$ cat src/texdec_consts.svh
`ifndef TEXDEC_CONSTS_SVH
`define TEXDEC_CONSTS_SVH

// ----------------------------------------------------------------
// Register map, byte addresses on the AXI4-Lite slave
// ----------------------------------------------------------------
`define REG_CTRL      8'h00
`define REG_COUNT     8'h04
`define REG_MODE      8'h08
`define CTRL_EN_BIT   0
`define CTRL_EN_RST   1'b1
`define RESP_OKAY     2'b00
`define RESP_SLVERR   2'b10

// ----------------------------------------------------------------
// Block layout
// ----------------------------------------------------------------
`define MODE_BIT_HI   127
`define MODE_BIT_MID  126
`define MODE_BIT_LO   125
`define COL_W         15
`define HI_C0_LSB     96
`define HI_C1_LSB     111
`define QUAD_COL_LSB  64
`define MIX_FLAG_BIT  124
`define MIX_G3_BIT    126
`define MIX_G1_BIT    125
`define MIX_G0_XOR    1
`define MIX_G2_XOR    33

// ----------------------------------------------------------------
// Decode constants and timing
// ----------------------------------------------------------------
`define ALPHA_OPAQUE  8'hff
`define HI_BLACK_SEL  3'h7
`define HI_STEPS      11'd6
`define HI_ROUND      11'd3
`define DEC_LATENCY   2

`endif

$ cat src/texdec_pkg.sv
package texdec_pkg;

  // Block modes as seen by the decoder.
  typedef enum logic [1:0] {
    hi_precision_mode       = 2'h0,
    direct_four_colour_mode = 2'h1,
    split_pair_mode         = 2'h2,
    unsupported_mode        = 2'h3
  } mode_t;

  typedef struct packed {
    logic [7:0] r;
    logic [7:0] g;
    logic [7:0] b;
  } rgb_t;

  typedef struct packed {
    logic [7:0] a;
    rgb_t       c;
  } argb_t;

  typedef struct packed {
    logic         valid;
    logic [127:0] blk;
    logic [4:0]   index;
  } texel_req_t;

  typedef struct packed {
    logic  valid;
    argb_t argb;
  } texel_rsp_t;

  typedef struct packed {
    texel_req_t s1;
    texel_rsp_t rsp;
    logic       enable;
    logic [31:0] count;
    mode_t      last_mode;
    logic       awready;
    logic       wready;
    logic       aw_held;
    logic       w_held;
    logic [7:0] waddr;
    logic [31:0] wdata;
    logic [3:0] wstrb;
    logic       bvalid;
    logic [1:0] bresp;
    logic       arready;
    logic       rvalid;
    logic [31:0] rdata;
    logic [1:0] rresp;
  } top_state_t;

  // Five-bit channel to eight bits by high-order replication.
  function automatic logic [7:0] widen5(input logic [4:0] c);
    return {c, c[4:2]};
  endfunction

  function automatic rgb_t widen555(input logic [14:0] f);
    return '{widen5(f[14:10]), widen5(f[9:5]), widen5(f[4:0])};
  endfunction

endpackage

$ cat src/texel_colour_decode.sv
`include "texdec_consts.svh"

// Combinational decode of one texel out of one block.
module texel_colour_decode (
  // Encoded block and texel number
  input  wire logic [127:0]        blk,
  input  wire logic [4:0]          index,
  // Decoded texel
  output texdec_pkg::argb_t        argb,
  output texdec_pkg::mode_t        mode,
  output logic [2:0]               sel
);

  // ----------------------------------------------------------------
  // Arithmetic helpers
  // ----------------------------------------------------------------
  function automatic logic [7:0] lerp6(input logic [7:0] c0, input logic [7:0] c1,
                                       input logic [2:0] k);
    logic [10:0] s;
    s = (`HI_STEPS - 11'(k)) * 11'(c0) + 11'(k) * 11'(c1) + `HI_ROUND;
    return 8'(s / `HI_STEPS);
  endfunction

  function automatic logic [7:0] lerp3(input logic [7:0] a, input logic [7:0] b);
    logic [9:0] s;
    s = 10'({a, 1'b0}) + 10'(b) + 10'd1;
    return 8'(s / 10'd3);
  endfunction

  function automatic logic [7:0] half(input logic [7:0] a, input logic [7:0] b);
    logic [8:0] s;
    s = 9'(a) + 9'(b) + 9'd1;
    return s[8:1];
  endfunction

  // Green widened from five bits plus a separately carried low bit.
  function automatic logic [7:0] g565(input logic [4:0] g, input logic lsb);
    return {g, lsb, g[4:3]};
  endfunction

  // ----------------------------------------------------------------
  // Mode, selector and colour table
  // ----------------------------------------------------------------
  logic [6:0]              idx3;
  texdec_pkg::rgb_t [3:0]  col;
  texdec_pkg::rgb_t        lo;
  texdec_pkg::rgb_t        hi;
  texdec_pkg::rgb_t        c0;
  texdec_pkg::rgb_t        c1;
  logic [3:0]              glsb;
  logic                    flag;

  // The mode is fixed first; the rest of the decode hangs on it.
  always_comb begin
    idx3 = 7'(index) * 7'd3;
    flag = blk[`MIX_FLAG_BIT];
    glsb = {blk[`MIX_G3_BIT], blk[`MIX_G2_XOR] ^ blk[`MIX_G3_BIT],
            blk[`MIX_G1_BIT], blk[`MIX_G0_XOR] ^ blk[`MIX_G1_BIT]};
    if (blk[`MODE_BIT_HI]) begin
      mode = texdec_pkg::split_pair_mode;
    end else if (!blk[`MODE_BIT_MID]) begin
      mode = texdec_pkg::hi_precision_mode;
    end else if (!blk[`MODE_BIT_LO]) begin
      mode = texdec_pkg::direct_four_colour_mode;
    end else begin
      mode = texdec_pkg::unsupported_mode;
    end
    if (mode == texdec_pkg::hi_precision_mode) begin
      sel = blk[idx3 +: 3];
    end else begin
      sel = {1'b0, blk[{index, 1'b0} +: 2]};
    end
    c0 = texdec_pkg::widen555(blk[`HI_C0_LSB +: `COL_W]);
    c1 = texdec_pkg::widen555(blk[`HI_C1_LSB +: `COL_W]);
    for (int n = 0; n < 4; n++) begin
      col[n] = texdec_pkg::widen555(blk[`QUAD_COL_LSB + n * `COL_W +: `COL_W]);
      // Split blocks carry a sixth green bit; with the flag set only 1 and 3 have one.
      if (mode == texdec_pkg::split_pair_mode && (!flag || n[0])) begin
        col[n].g = g565(blk[`QUAD_COL_LSB + n * `COL_W + 5 +: 5], glsb[n]);
      end
    end
    lo = index[4] ? col[2] : col[0];
    hi = index[4] ? col[3] : col[1];
    argb = '0;
    case (mode)
      texdec_pkg::hi_precision_mode: begin
        if (sel != `HI_BLACK_SEL) begin
          argb.a = `ALPHA_OPAQUE;
          argb.c = '{lerp6(c0.r, c1.r, sel), lerp6(c0.g, c1.g, sel),
                     lerp6(c0.b, c1.b, sel)};
        end
      end
      texdec_pkg::direct_four_colour_mode: begin
        argb = '{`ALPHA_OPAQUE, col[sel[1:0]]};
      end
      texdec_pkg::split_pair_mode: begin
        argb.a = `ALPHA_OPAQUE;
        if (!flag) begin
          case (sel[1:0])
            2'h0: argb.c = lo;
            2'h1: argb.c = '{lerp3(lo.r, hi.r), lerp3(lo.g, hi.g), lerp3(lo.b, hi.b)};
            2'h2: argb.c = '{lerp3(hi.r, lo.r), lerp3(hi.g, lo.g), lerp3(hi.b, lo.b)};
            default: argb.c = hi;
          endcase
        end else begin
          case (sel[1:0])
            2'h0: argb.c = lo;
            2'h1: argb.c = '{half(lo.r, hi.r), half(lo.g, hi.g), half(lo.b, hi.b)};
            2'h2: argb.c = hi;
            default: argb = '0;
          endcase
        end
      end
      default: argb = '0;
    endcase
  end

endmodule // texel_colour_decode

$ cat src/texel_decoder_top.sv
`include "texdec_consts.svh"

module texel_decoder_top (
  // Clock and reset
  input  wire logic                     aclk,
  input  wire logic                     aresetn,
  // AXI4-Lite write address
  input  wire logic [31:0]              awaddr,
  input  wire logic [2:0]               awprot,
  input  wire logic                     awvalid,
  output logic                          awready,
  // AXI4-Lite write data
  input  wire logic [31:0]              wdata,
  input  wire logic [3:0]               wstrb,
  input  wire logic                     wvalid,
  output logic                          wready,
  // AXI4-Lite write response
  output logic [1:0]                    bresp,
  output logic                          bvalid,
  input  wire logic                     bready,
  // AXI4-Lite read address
  input  wire logic [31:0]              araddr,
  input  wire logic [2:0]               arprot,
  input  wire logic                     arvalid,
  output logic                          arready,
  // AXI4-Lite read data
  output logic [31:0]                   rdata,
  output logic [1:0]                    rresp,
  output logic                          rvalid,
  input  wire logic                     rready,
  // Texel request from the sampler
  input  wire texdec_pkg::texel_req_t   req,
  // Decoded texel back to the sampler
  output texdec_pkg::texel_rsp_t        rsp
);

  localparam int LAT = `DEC_LATENCY;

  // ----------------------------------------------------------------
  // State and decoder
  // ----------------------------------------------------------------
  texdec_pkg::top_state_t  s_r;
  texdec_pkg::top_state_t  s_nxt;
  texdec_pkg::argb_t       dec_argb;
  texdec_pkg::mode_t       dec_mode;
  logic [2:0]              dec_sel;

  // The decoder works on the registered request, so the colour path
  // is one full cycle of logic between two flops.
  texel_colour_decode u_dec (
    .blk   (s_r.s1.blk),
    .index (s_r.s1.index),
    .argb  (dec_argb),
    .mode  (dec_mode),
    .sel   (dec_sel)
  );

  // ----------------------------------------------------------------
  // Register read decode
  // ----------------------------------------------------------------
  // Unaligned or unknown addresses answer SLVERR with zero data.
  function automatic logic [33:0] read_word(input logic [7:0] a,
                                            input texdec_pkg::top_state_t st);
    case (a)
      `REG_CTRL:  return {`RESP_OKAY, 31'h0, st.enable};
      `REG_COUNT: return {`RESP_OKAY, st.count};
      `REG_MODE:  return {`RESP_OKAY, 30'h0, st.last_mode};
      default:    return {`RESP_SLVERR, 32'h0};
    endcase
  endfunction

  function automatic logic addr_known(input logic [7:0] a);
    return a == `REG_CTRL || a == `REG_COUNT || a == `REG_MODE;
  endfunction

  // ----------------------------------------------------------------
  // Next state
  // ----------------------------------------------------------------
  // Request pipeline, counters and the bus slave in one pass.
  always_comb begin
    s_nxt = s_r;
    // Requests are dropped while decoding is disabled; no stall exists,
    // so a dropped request never gets an answer.
    s_nxt.s1 = req;
    s_nxt.s1.valid = req.valid & s_r.enable;
    s_nxt.rsp.valid = s_r.s1.valid;
    if (s_r.s1.valid) begin
      s_nxt.rsp.argb = dec_argb;
      s_nxt.count = s_r.count + 32'h1;
      s_nxt.last_mode = dec_mode;
    end
    // Write address and data are taken independently.
    if (awvalid && s_r.awready) begin
      s_nxt.aw_held = 1'b1;
      s_nxt.waddr = awaddr[7:0];
    end
    if (wvalid && s_r.wready) begin
      s_nxt.w_held = 1'b1;
      s_nxt.wdata = wdata;
      s_nxt.wstrb = wstrb;
    end
    if (s_r.bvalid && bready) begin
      s_nxt.bvalid = 1'b0;
    end
    if (s_nxt.aw_held && s_nxt.w_held && !s_r.bvalid) begin
      s_nxt.aw_held = 1'b0;
      s_nxt.w_held = 1'b0;
      s_nxt.bvalid = 1'b1;
      s_nxt.bresp = addr_known(s_nxt.waddr) ? `RESP_OKAY : `RESP_SLVERR;
      if (s_nxt.waddr == `REG_CTRL && s_nxt.wstrb[0]) begin
        s_nxt.enable = s_nxt.wdata[`CTRL_EN_BIT];
      end
    end
    s_nxt.awready = !s_nxt.aw_held && !s_nxt.bvalid;
    s_nxt.wready = !s_nxt.w_held && !s_nxt.bvalid;
    // Read: one outstanding at a time.
    if (s_r.rvalid && rready) begin
      s_nxt.rvalid = 1'b0;
    end
    if (arvalid && s_r.arready) begin
      s_nxt.rvalid = 1'b1;
      {s_nxt.rresp, s_nxt.rdata} = read_word(araddr[7:0], s_r);
    end
    s_nxt.arready = !s_nxt.rvalid;
  end

  // ----------------------------------------------------------------
  // State register
  // ----------------------------------------------------------------
  // Ready flags come up one cycle after reset, never during it.
  always_ff @(posedge aclk) begin
    if (!aresetn) begin
      s_r <= '0;
      s_r.enable <= `CTRL_EN_RST;
    end else begin
      s_r <= s_nxt;
    end
  end

  // Outputs are taken straight from the state flops.
  assign awready = s_r.awready;
  assign wready  = s_r.wready;
  assign bvalid  = s_r.bvalid;
  assign bresp   = s_r.bresp;
  assign arready = s_r.arready;
  assign rvalid  = s_r.rvalid;
  assign rdata   = s_r.rdata;
  assign rresp   = s_r.rresp;
  assign rsp     = s_r.rsp;
endmodule // texel_decoder_top

$ cat config.mk
export PLATFORM = sky130hd
export DESIGN_NAME = texel_decoder_top
export DESIGN_NICKNAME = d
export VERILOG_FILES = /design/src/texdec_pkg.sv /design/src/texel_colour_decode.sv /design/src/texel_decoder_top.sv
export VERILOG_INCLUDE_DIRS = /design/src
export SDC_FILE = /design/constraint.sdc
export NUM_CORES = 1
export LEC_CHECK = 0
export ABC_AREA = 1
export BUFFER_PORTS_ARGS = -buffer_cell sky130_fd_sc_hd__buf_2
export CAP_MARGIN = 20
export CORE_ASPECT_RATIO = 0.75
export CORE_MARGIN = 5
export CORE_UTILIZATION = 35
export DETAILED_ROUTE_END_ITERATION = 12
export PLACE_DENSITY_LB_ADDON = 0.05
export SLEW_MARGIN = 20
export SYNTH_ARGS = -nofsm -noshare
export SYNTH_HDL_FRONTEND = slang
export SYNTH_SLANG_ARGS = --single-unit
$ cat constraint.sdc
create_clock -name aclk -period 18.5 [get_ports aclk]
set_input_delay 3.7 -clock aclk [delete_from_list [all_inputs] [get_ports aclk]]
set_output_delay 3.7 -clock aclk [all_outputs]
set_load 0.03 [all_outputs]
### Word-level counts from Yosys, hierarchy flattened

Cells that the tools add are included.

* mux-type cells: 30
* multiply operators: 7
* magnitude comparators: 1
* divide/modulo/power cells: 9
* reduce and logical (&&, ||, !) cells: 25
* bitwise logic cells: 3
* eq/ne operators: 9
* add/sub/neg operators: 26
* shifts and indexed selects: 2

Operators by type and width (number)
* $pmux 24 s3: 2
* $shiftx 128x7->2: 1
* $shiftx 128x8->3: 1
* $pmux 34 s3: 1
* $mux 24: 4
* $pmux 32 s3: 1
* $add 10x1->10 const B: 6
* $add 9x8->10: 6
* $div 10x2->10 const B: 6
* $bmux 24 s2: 1
* $mux 35: 1
* $add 11x11->11: 3
* $add 11x2->11 const B: 3
* $div 11x3->11 const B: 3
* $mul 11x8->11: 3
* $mul 3x8->11: 3
* $add 32x1->32 const B: 1
* $mux 32: 1
* $add 8x8->9: 3
* $add 9x1->9 const B: 3
* $mux 8: 3
* $mux 3: 6
* $eq 8x3->1 const B: 2
* $eq 8x4->1 const B: 2
* other kinds (18): 46

* input port bits: 247
* register bits: 258

### Depth between registers and ports, before layout

* depth in word-level cells: 13
* mapped depth: 70
* depth with buffers taken out: 64

### Modules after synthesis

Synthesis repeated with hierarchy kept, for this count alone.

* cells, all modules: 3689
* area total of the unflattened synthesis: 23890.4 um2

Modules (own cells, without submodules)
* texel_colour_decode: seq. area each 0.0 um2, instances 1, area an instance 14599.0 um2, cells each 2486
* texel_decoder_top: seq. area each 5064.9 um2, instances 1, area an instance 9291.4 um2, cells each 1203

### Least setup slack after synthesis

No wires, ideal clock.

* path kind: register to register
* start: reg s_r[155] in the netlist's numbering
* end: reg s_r, in the netlist rsp[8]
* stages on the path, launching flop included: 65
* library setup time: 132 ps
* path buffers: 9
* path slack: 9623 ps
* data required time: 18368 ps
* data arrival time: 8744 ps
* cell sequence: dfxtp_1 -> buf_6 -> buf_8 -> buf_6 -> nand2_1 -> nand3_1 -> nand3_1 -> nand3_1 -> nand3_1 -> nand3_2 -> nand2_4 -> clkbuf_1 -> clkbuf_1 -> buf_1 -> ha_1 -> buf_2 -> buf_1 -> clkbuf_1 -> (+29 left out) -> nand2_1 -> o21ai_1 -> nand2_1 -> inv_2 -> o21ai_2 -> nand3_1 -> nand2_1 -> nand2_1 -> nand3_2 -> nand2_1 -> nand2_1 -> nand2_1 -> nand2_1 -> nand3_1 -> nand2_1 -> nand2_1 -> nand2_1 -> a21oi_1

* word-level cells in the longest chain between the ends: 10

RTL lines
* start: declaration: RTL line texel_decoder_top.sv:42 `texdec_pkg::top_state_t s_r;`
* start signal: assignment: RTL line texel_decoder_top.sv:136 `s_r <= s_nxt;`
* $mul 5x2->7: RTL line texel_colour_decode.sv:55 `idx3 = 7'(index) * 7'd3;`
* $shiftx 128x8->3: RTL line texel_colour_decode.sv:69 `sel = blk[idx3 +: 3];`
* $mux 3 *: RTL line texel_colour_decode.sv:68 `if (mode == texdec_pkg::hi_precision_mode) begin`
* $sub 3x3->4 (no source line)
* $mul 11x8->11: RTL line texel_colour_decode.sv:20 `` s = (`HI_STEPS - 11'(k)) * 11'(c0) + 11'(k) * 11'(c1) + `HI_ROUND; ``
* $add 11x11->11: RTL line texel_colour_decode.sv:20
* $add 11x2->11 (no source line)
* $div 11x3->11 (no source line)
* $mux 32: RTL line texel_colour_decode.sv:87 `` if (sel != `HI_BLACK_SEL) begin ``
* $pmux 32 s3 *: RTL line texel_colour_decode.sv:85 `case (mode)`

Every way passes the cells marked *; elsewhere a longest branch is shown, timed or not. The select of a mux whose other input is x is not followed.
A chain may end at the register's enable or synchronous reset.

### Worst setup path in the final report

* start: reg s_r[157] in the netlist's numbering
* end: reg s_r, in the netlist rsp[0]

Same word-level chain as after synthesis.

==> summary.md <==
| Metric | Value |
|---|---|
| Status | `finished clean` |
| Setup tns final | `0 ps` |
| Routability cong. | `0.910` |
| RSZ-0062 raised after global routing | `false` |
| Die area | `73,500 µm²` |
| M2 GR Usage | `32.3%` |
| Post-synthesis cell count | `3,626` |
| Hold Path Class | `reg -> reg` |
| Share of cells above drive strength 1 | `10.1%` |
| Routed Antenna Nets | `0` |
| CTS tree | `yes` |
| Antenna violations before repair | `0` |
| Slowest CP cell | `dfxtp_1` |
| Seq pwr share | `17.2%` |
| Pre-antenna DRT Iters | `5` |
| CP dominant cell by count | `nand2_1` |
| Area growth syn-to-layout | `10.5%` |
| Final hold viol count | `0` |
| CTS Buf Count | `29` |
| Sw power | `0.00180 W` |
| Pwr dens | `133 nW/µm²` |
| Placement Setup Slack | `7050 ps` |
| Post-route DRC | `0` |
| CP endpoint kind | `flip-flop` |
| # IOs | `321` |
| Synthesis-stage register bit count | `246` |
| Total clock sinks | `246` |
| EDFF count, synth | `0` |
| Most common cell after layout, fill and taps aside | `nand2_1` |
| Via total after detailed routing | `22,200` |
| Cts repair resizes | `0` |
| Final Cycle Share | `62.5%` |
| Mapped Area | `23,800 µm²` |
| Port Buffer Count | `230` |
| Vias in the first global route | `21,600` |
| Routed vias/inst | `4.79` |
| H-tree lvl count | `1` |
| Worst-skew pair later-pin latency | `590 ps` |
| Die X | `311 µm` |
| CTS Hold Bufs | `0` |
| Main synth FF type | `dfxtp_1` |
| Final min period | `11,550 ps` |
| Ant. Diodes | `0` |
| Switch share | `51.5%` |
| Total core area | `67,200 µm²` |
| DR iter-0 viols | `1,618` |
| Nets | `4,267` |
| Tightest Pin Transition | `1030 ps` |
| Initial core utilization | `35.5%` |
| Leading cell types in the layout, fill and taps excluded | `nand2_1 (933), inv_1 (714), dfxtp_1 (244)` |
| Setup Buffers After CTS | `0` |
| Top Usage Layer GRT | `met2` |
| Max incr delay on CP | `890 ps` |
| Global routing usage on met3 | `4.16%` |
| Worst VDD drop | `0.0778 mV` |
| Pin count of the biggest net entering global routing | `94` |
| Worst hold stages | `2` |
| Synth async-reset ratio | `0%` |
| Clock Pin Slew Worst Setup and Hold Paths | `60 ps` |
| WS Path Type | `reg -> reg` |
| Leakage power | `14.0 nW` |
| DP HPWL | `64,300 µm` |
| Final WL | `79,500 µm` |
| Grt ovf | `0` |
| GRT Total Usage | `21.1%` |
| Setup violators final | `0` |
| R2r startpoint | `s_r[157]$_SDFF_PN0_` |
| Fmax | `86.5 MHz` |
| Die Ht | `236 µm` |
| WL per Instance | `17.2 µm` |
| Row count | `82` |
| Worst EP arrival | `11,990 ps` |
| Max-Cap Viols | `0` |
| Worst hold start | `rsp[20]$_SDFFE_PN0P_` |
| Met1 GRT Util | `30.8%` |
| Required time of the critical path | `18,930 ps` |
| Worst r2r path cells | `58` |
| Max transition margin | `30.7%` |
| Clock power frac | `18.7%` |
| Clk Tree Root Cell | `clkbuf_16` |
| Avg Synthesized Cell Area | `6.58 µm²` |
| Post-route setup slack | `6950 ps` |
| Combinational power share | `64.0%` |
| Worst setup SP type | `flip-flop` |
| Netlist cell types | `64` |
| Maximum fanout along the worst path | `46` |
| Synthesis Warnings | `0` |
| Critical Path Source | `s_r[157]$_SDFF_PN0_` |
| Cell Int Power | `0.00170 W` |
| Final max-slew violation count | `0` |
| Register area share after synthesis | `20.7%` |
| Worst Skew | `19.8 ps` |
| First-pass GRT wire length | `124,000 µm` |
| Largest buffer count on any clock path | `3` |
==> power groups by stage <==
stage	sequential (W)	clock [W]	combinational (W)
after global routing	0.000606	0.000698	0.00252
after floorplan	0.000602	0	0.00167
after global placement	0.000614	0	0.00224
final	0.000602	0.000656	0.00224
after CTS	0.000602	0.000674	0.00225
after detailed placement	0.000614	0	0.00224
==> critical path, delay by kind of cell (launching register included) <==
kind | cells | cell delay [ps]
AND/OR/NAND/NOR | 33 | 3680
XOR/XNOR | 1 | 290
buffers and inverters | 9 | 1740
flip-flops | 1 | 890
AO/OA/AOI/OAI | 7 | 980
adder cells (fa/ha/maj) | 8 | 3750
==> state kept, by name, indices dropped and copies added, names as in the netlist <==
| signal | cells |
|---|---|
| rdata | 32 |
| rvalid | 1 |
| s_r | 180 |
| rresp | 1 |
| awready | 1 |
| bvalid | 1 |
| arready | 1 |
| wready | 1 |
| s_nxt | 1 |
| rsp | 26 |
| bresp | 1 |
==> cells in the mapped netlist, drive strengths merged (19+ instances only) <==
master | instances | area [µm²]
nand2 | 944 | 3580
inv | 728 | 2740
nor2 | 251 | 978
dfxtp | 246 | 4920
nand3 | 242 | 1250
a21oi | 231 | 1170
o21ai | 227 | 1150
fa | 159 | 3180
ha | 138 | 1730
buf | 114 | 796
clkbuf | 78 | 293
xor2 | 34 | 298
xnor2 | 26 | 228
nor3 | 25 | 125
o211ai | 20 | 150
a211oi | 19 | 143
==> area by class of cell <==
type                            count  area (µm²)
Inverter                          731        2750
Fill cell                        7465       40900
Timing Repair Buffer              257        1360
Tap cell                          882        1100
Clock buffer                       32         767
Clock inverter                     21         334
Sequential cell                   246        4930
Multi-Input combinational cell   2458       15100
==> metrics by stage <==
stage                     total power [W]  cells  instance area (µm²)  hold WS, ps  util, %
final                             0.00350   4627                26300          461     39.2
after global routing              0.00382   4627                26300          480     39.2
after CTS                         0.00353   4627                26300          465     39.2
after detailed placement          0.00285   4574                25200          455     37.5
after global placement            0.00285   4574                25200          458     37.5
after floorplan                   0.00227   3627                23800          423        -
==> path summary, 6_finish.rpt <==
| kind | endpoint | slack, ps |
|---|---|---|
| max | rsp[0]$_SDFFE_PN0P_ | 6950 |
| min | rsp[20]$_SDFFE_PN0P_ | 460 |
| max reg2reg | rsp[0]$_SDFFE_PN0P_ | 6950 |
| min reg2reg | rsp[20]$_SDFFE_PN0P_ | 460 |
==> layer usage <==
metal | vias to the layer above | wire length (µm)
met4 | 0 | 1810
met5 | - | 0
met2 | 526 | 33500
li1 | 11400 | -
met3 | 80 | 5040
met1 | 10100 | 39000
==> cells by family (layout without fill, tap and decap cells) <==
family / after synthesis / in the layout / synth area share (%)
simple gates: 1511 / 1511 / 26.2
buf+inv: 923 / 1041 / 16.1
compound gates: 576 / 576 / 13.7
fa+ha+maj: 297 / 297 / 20.6
flops: 246 / 246 / 20.7
xor+xnor: 60 / 60 / 2.20
mux: 12 / 12 / 0.504
other cells: 1 / 2 / 0.0157
No activity file was read; power rests on OpenSTA's default activity.
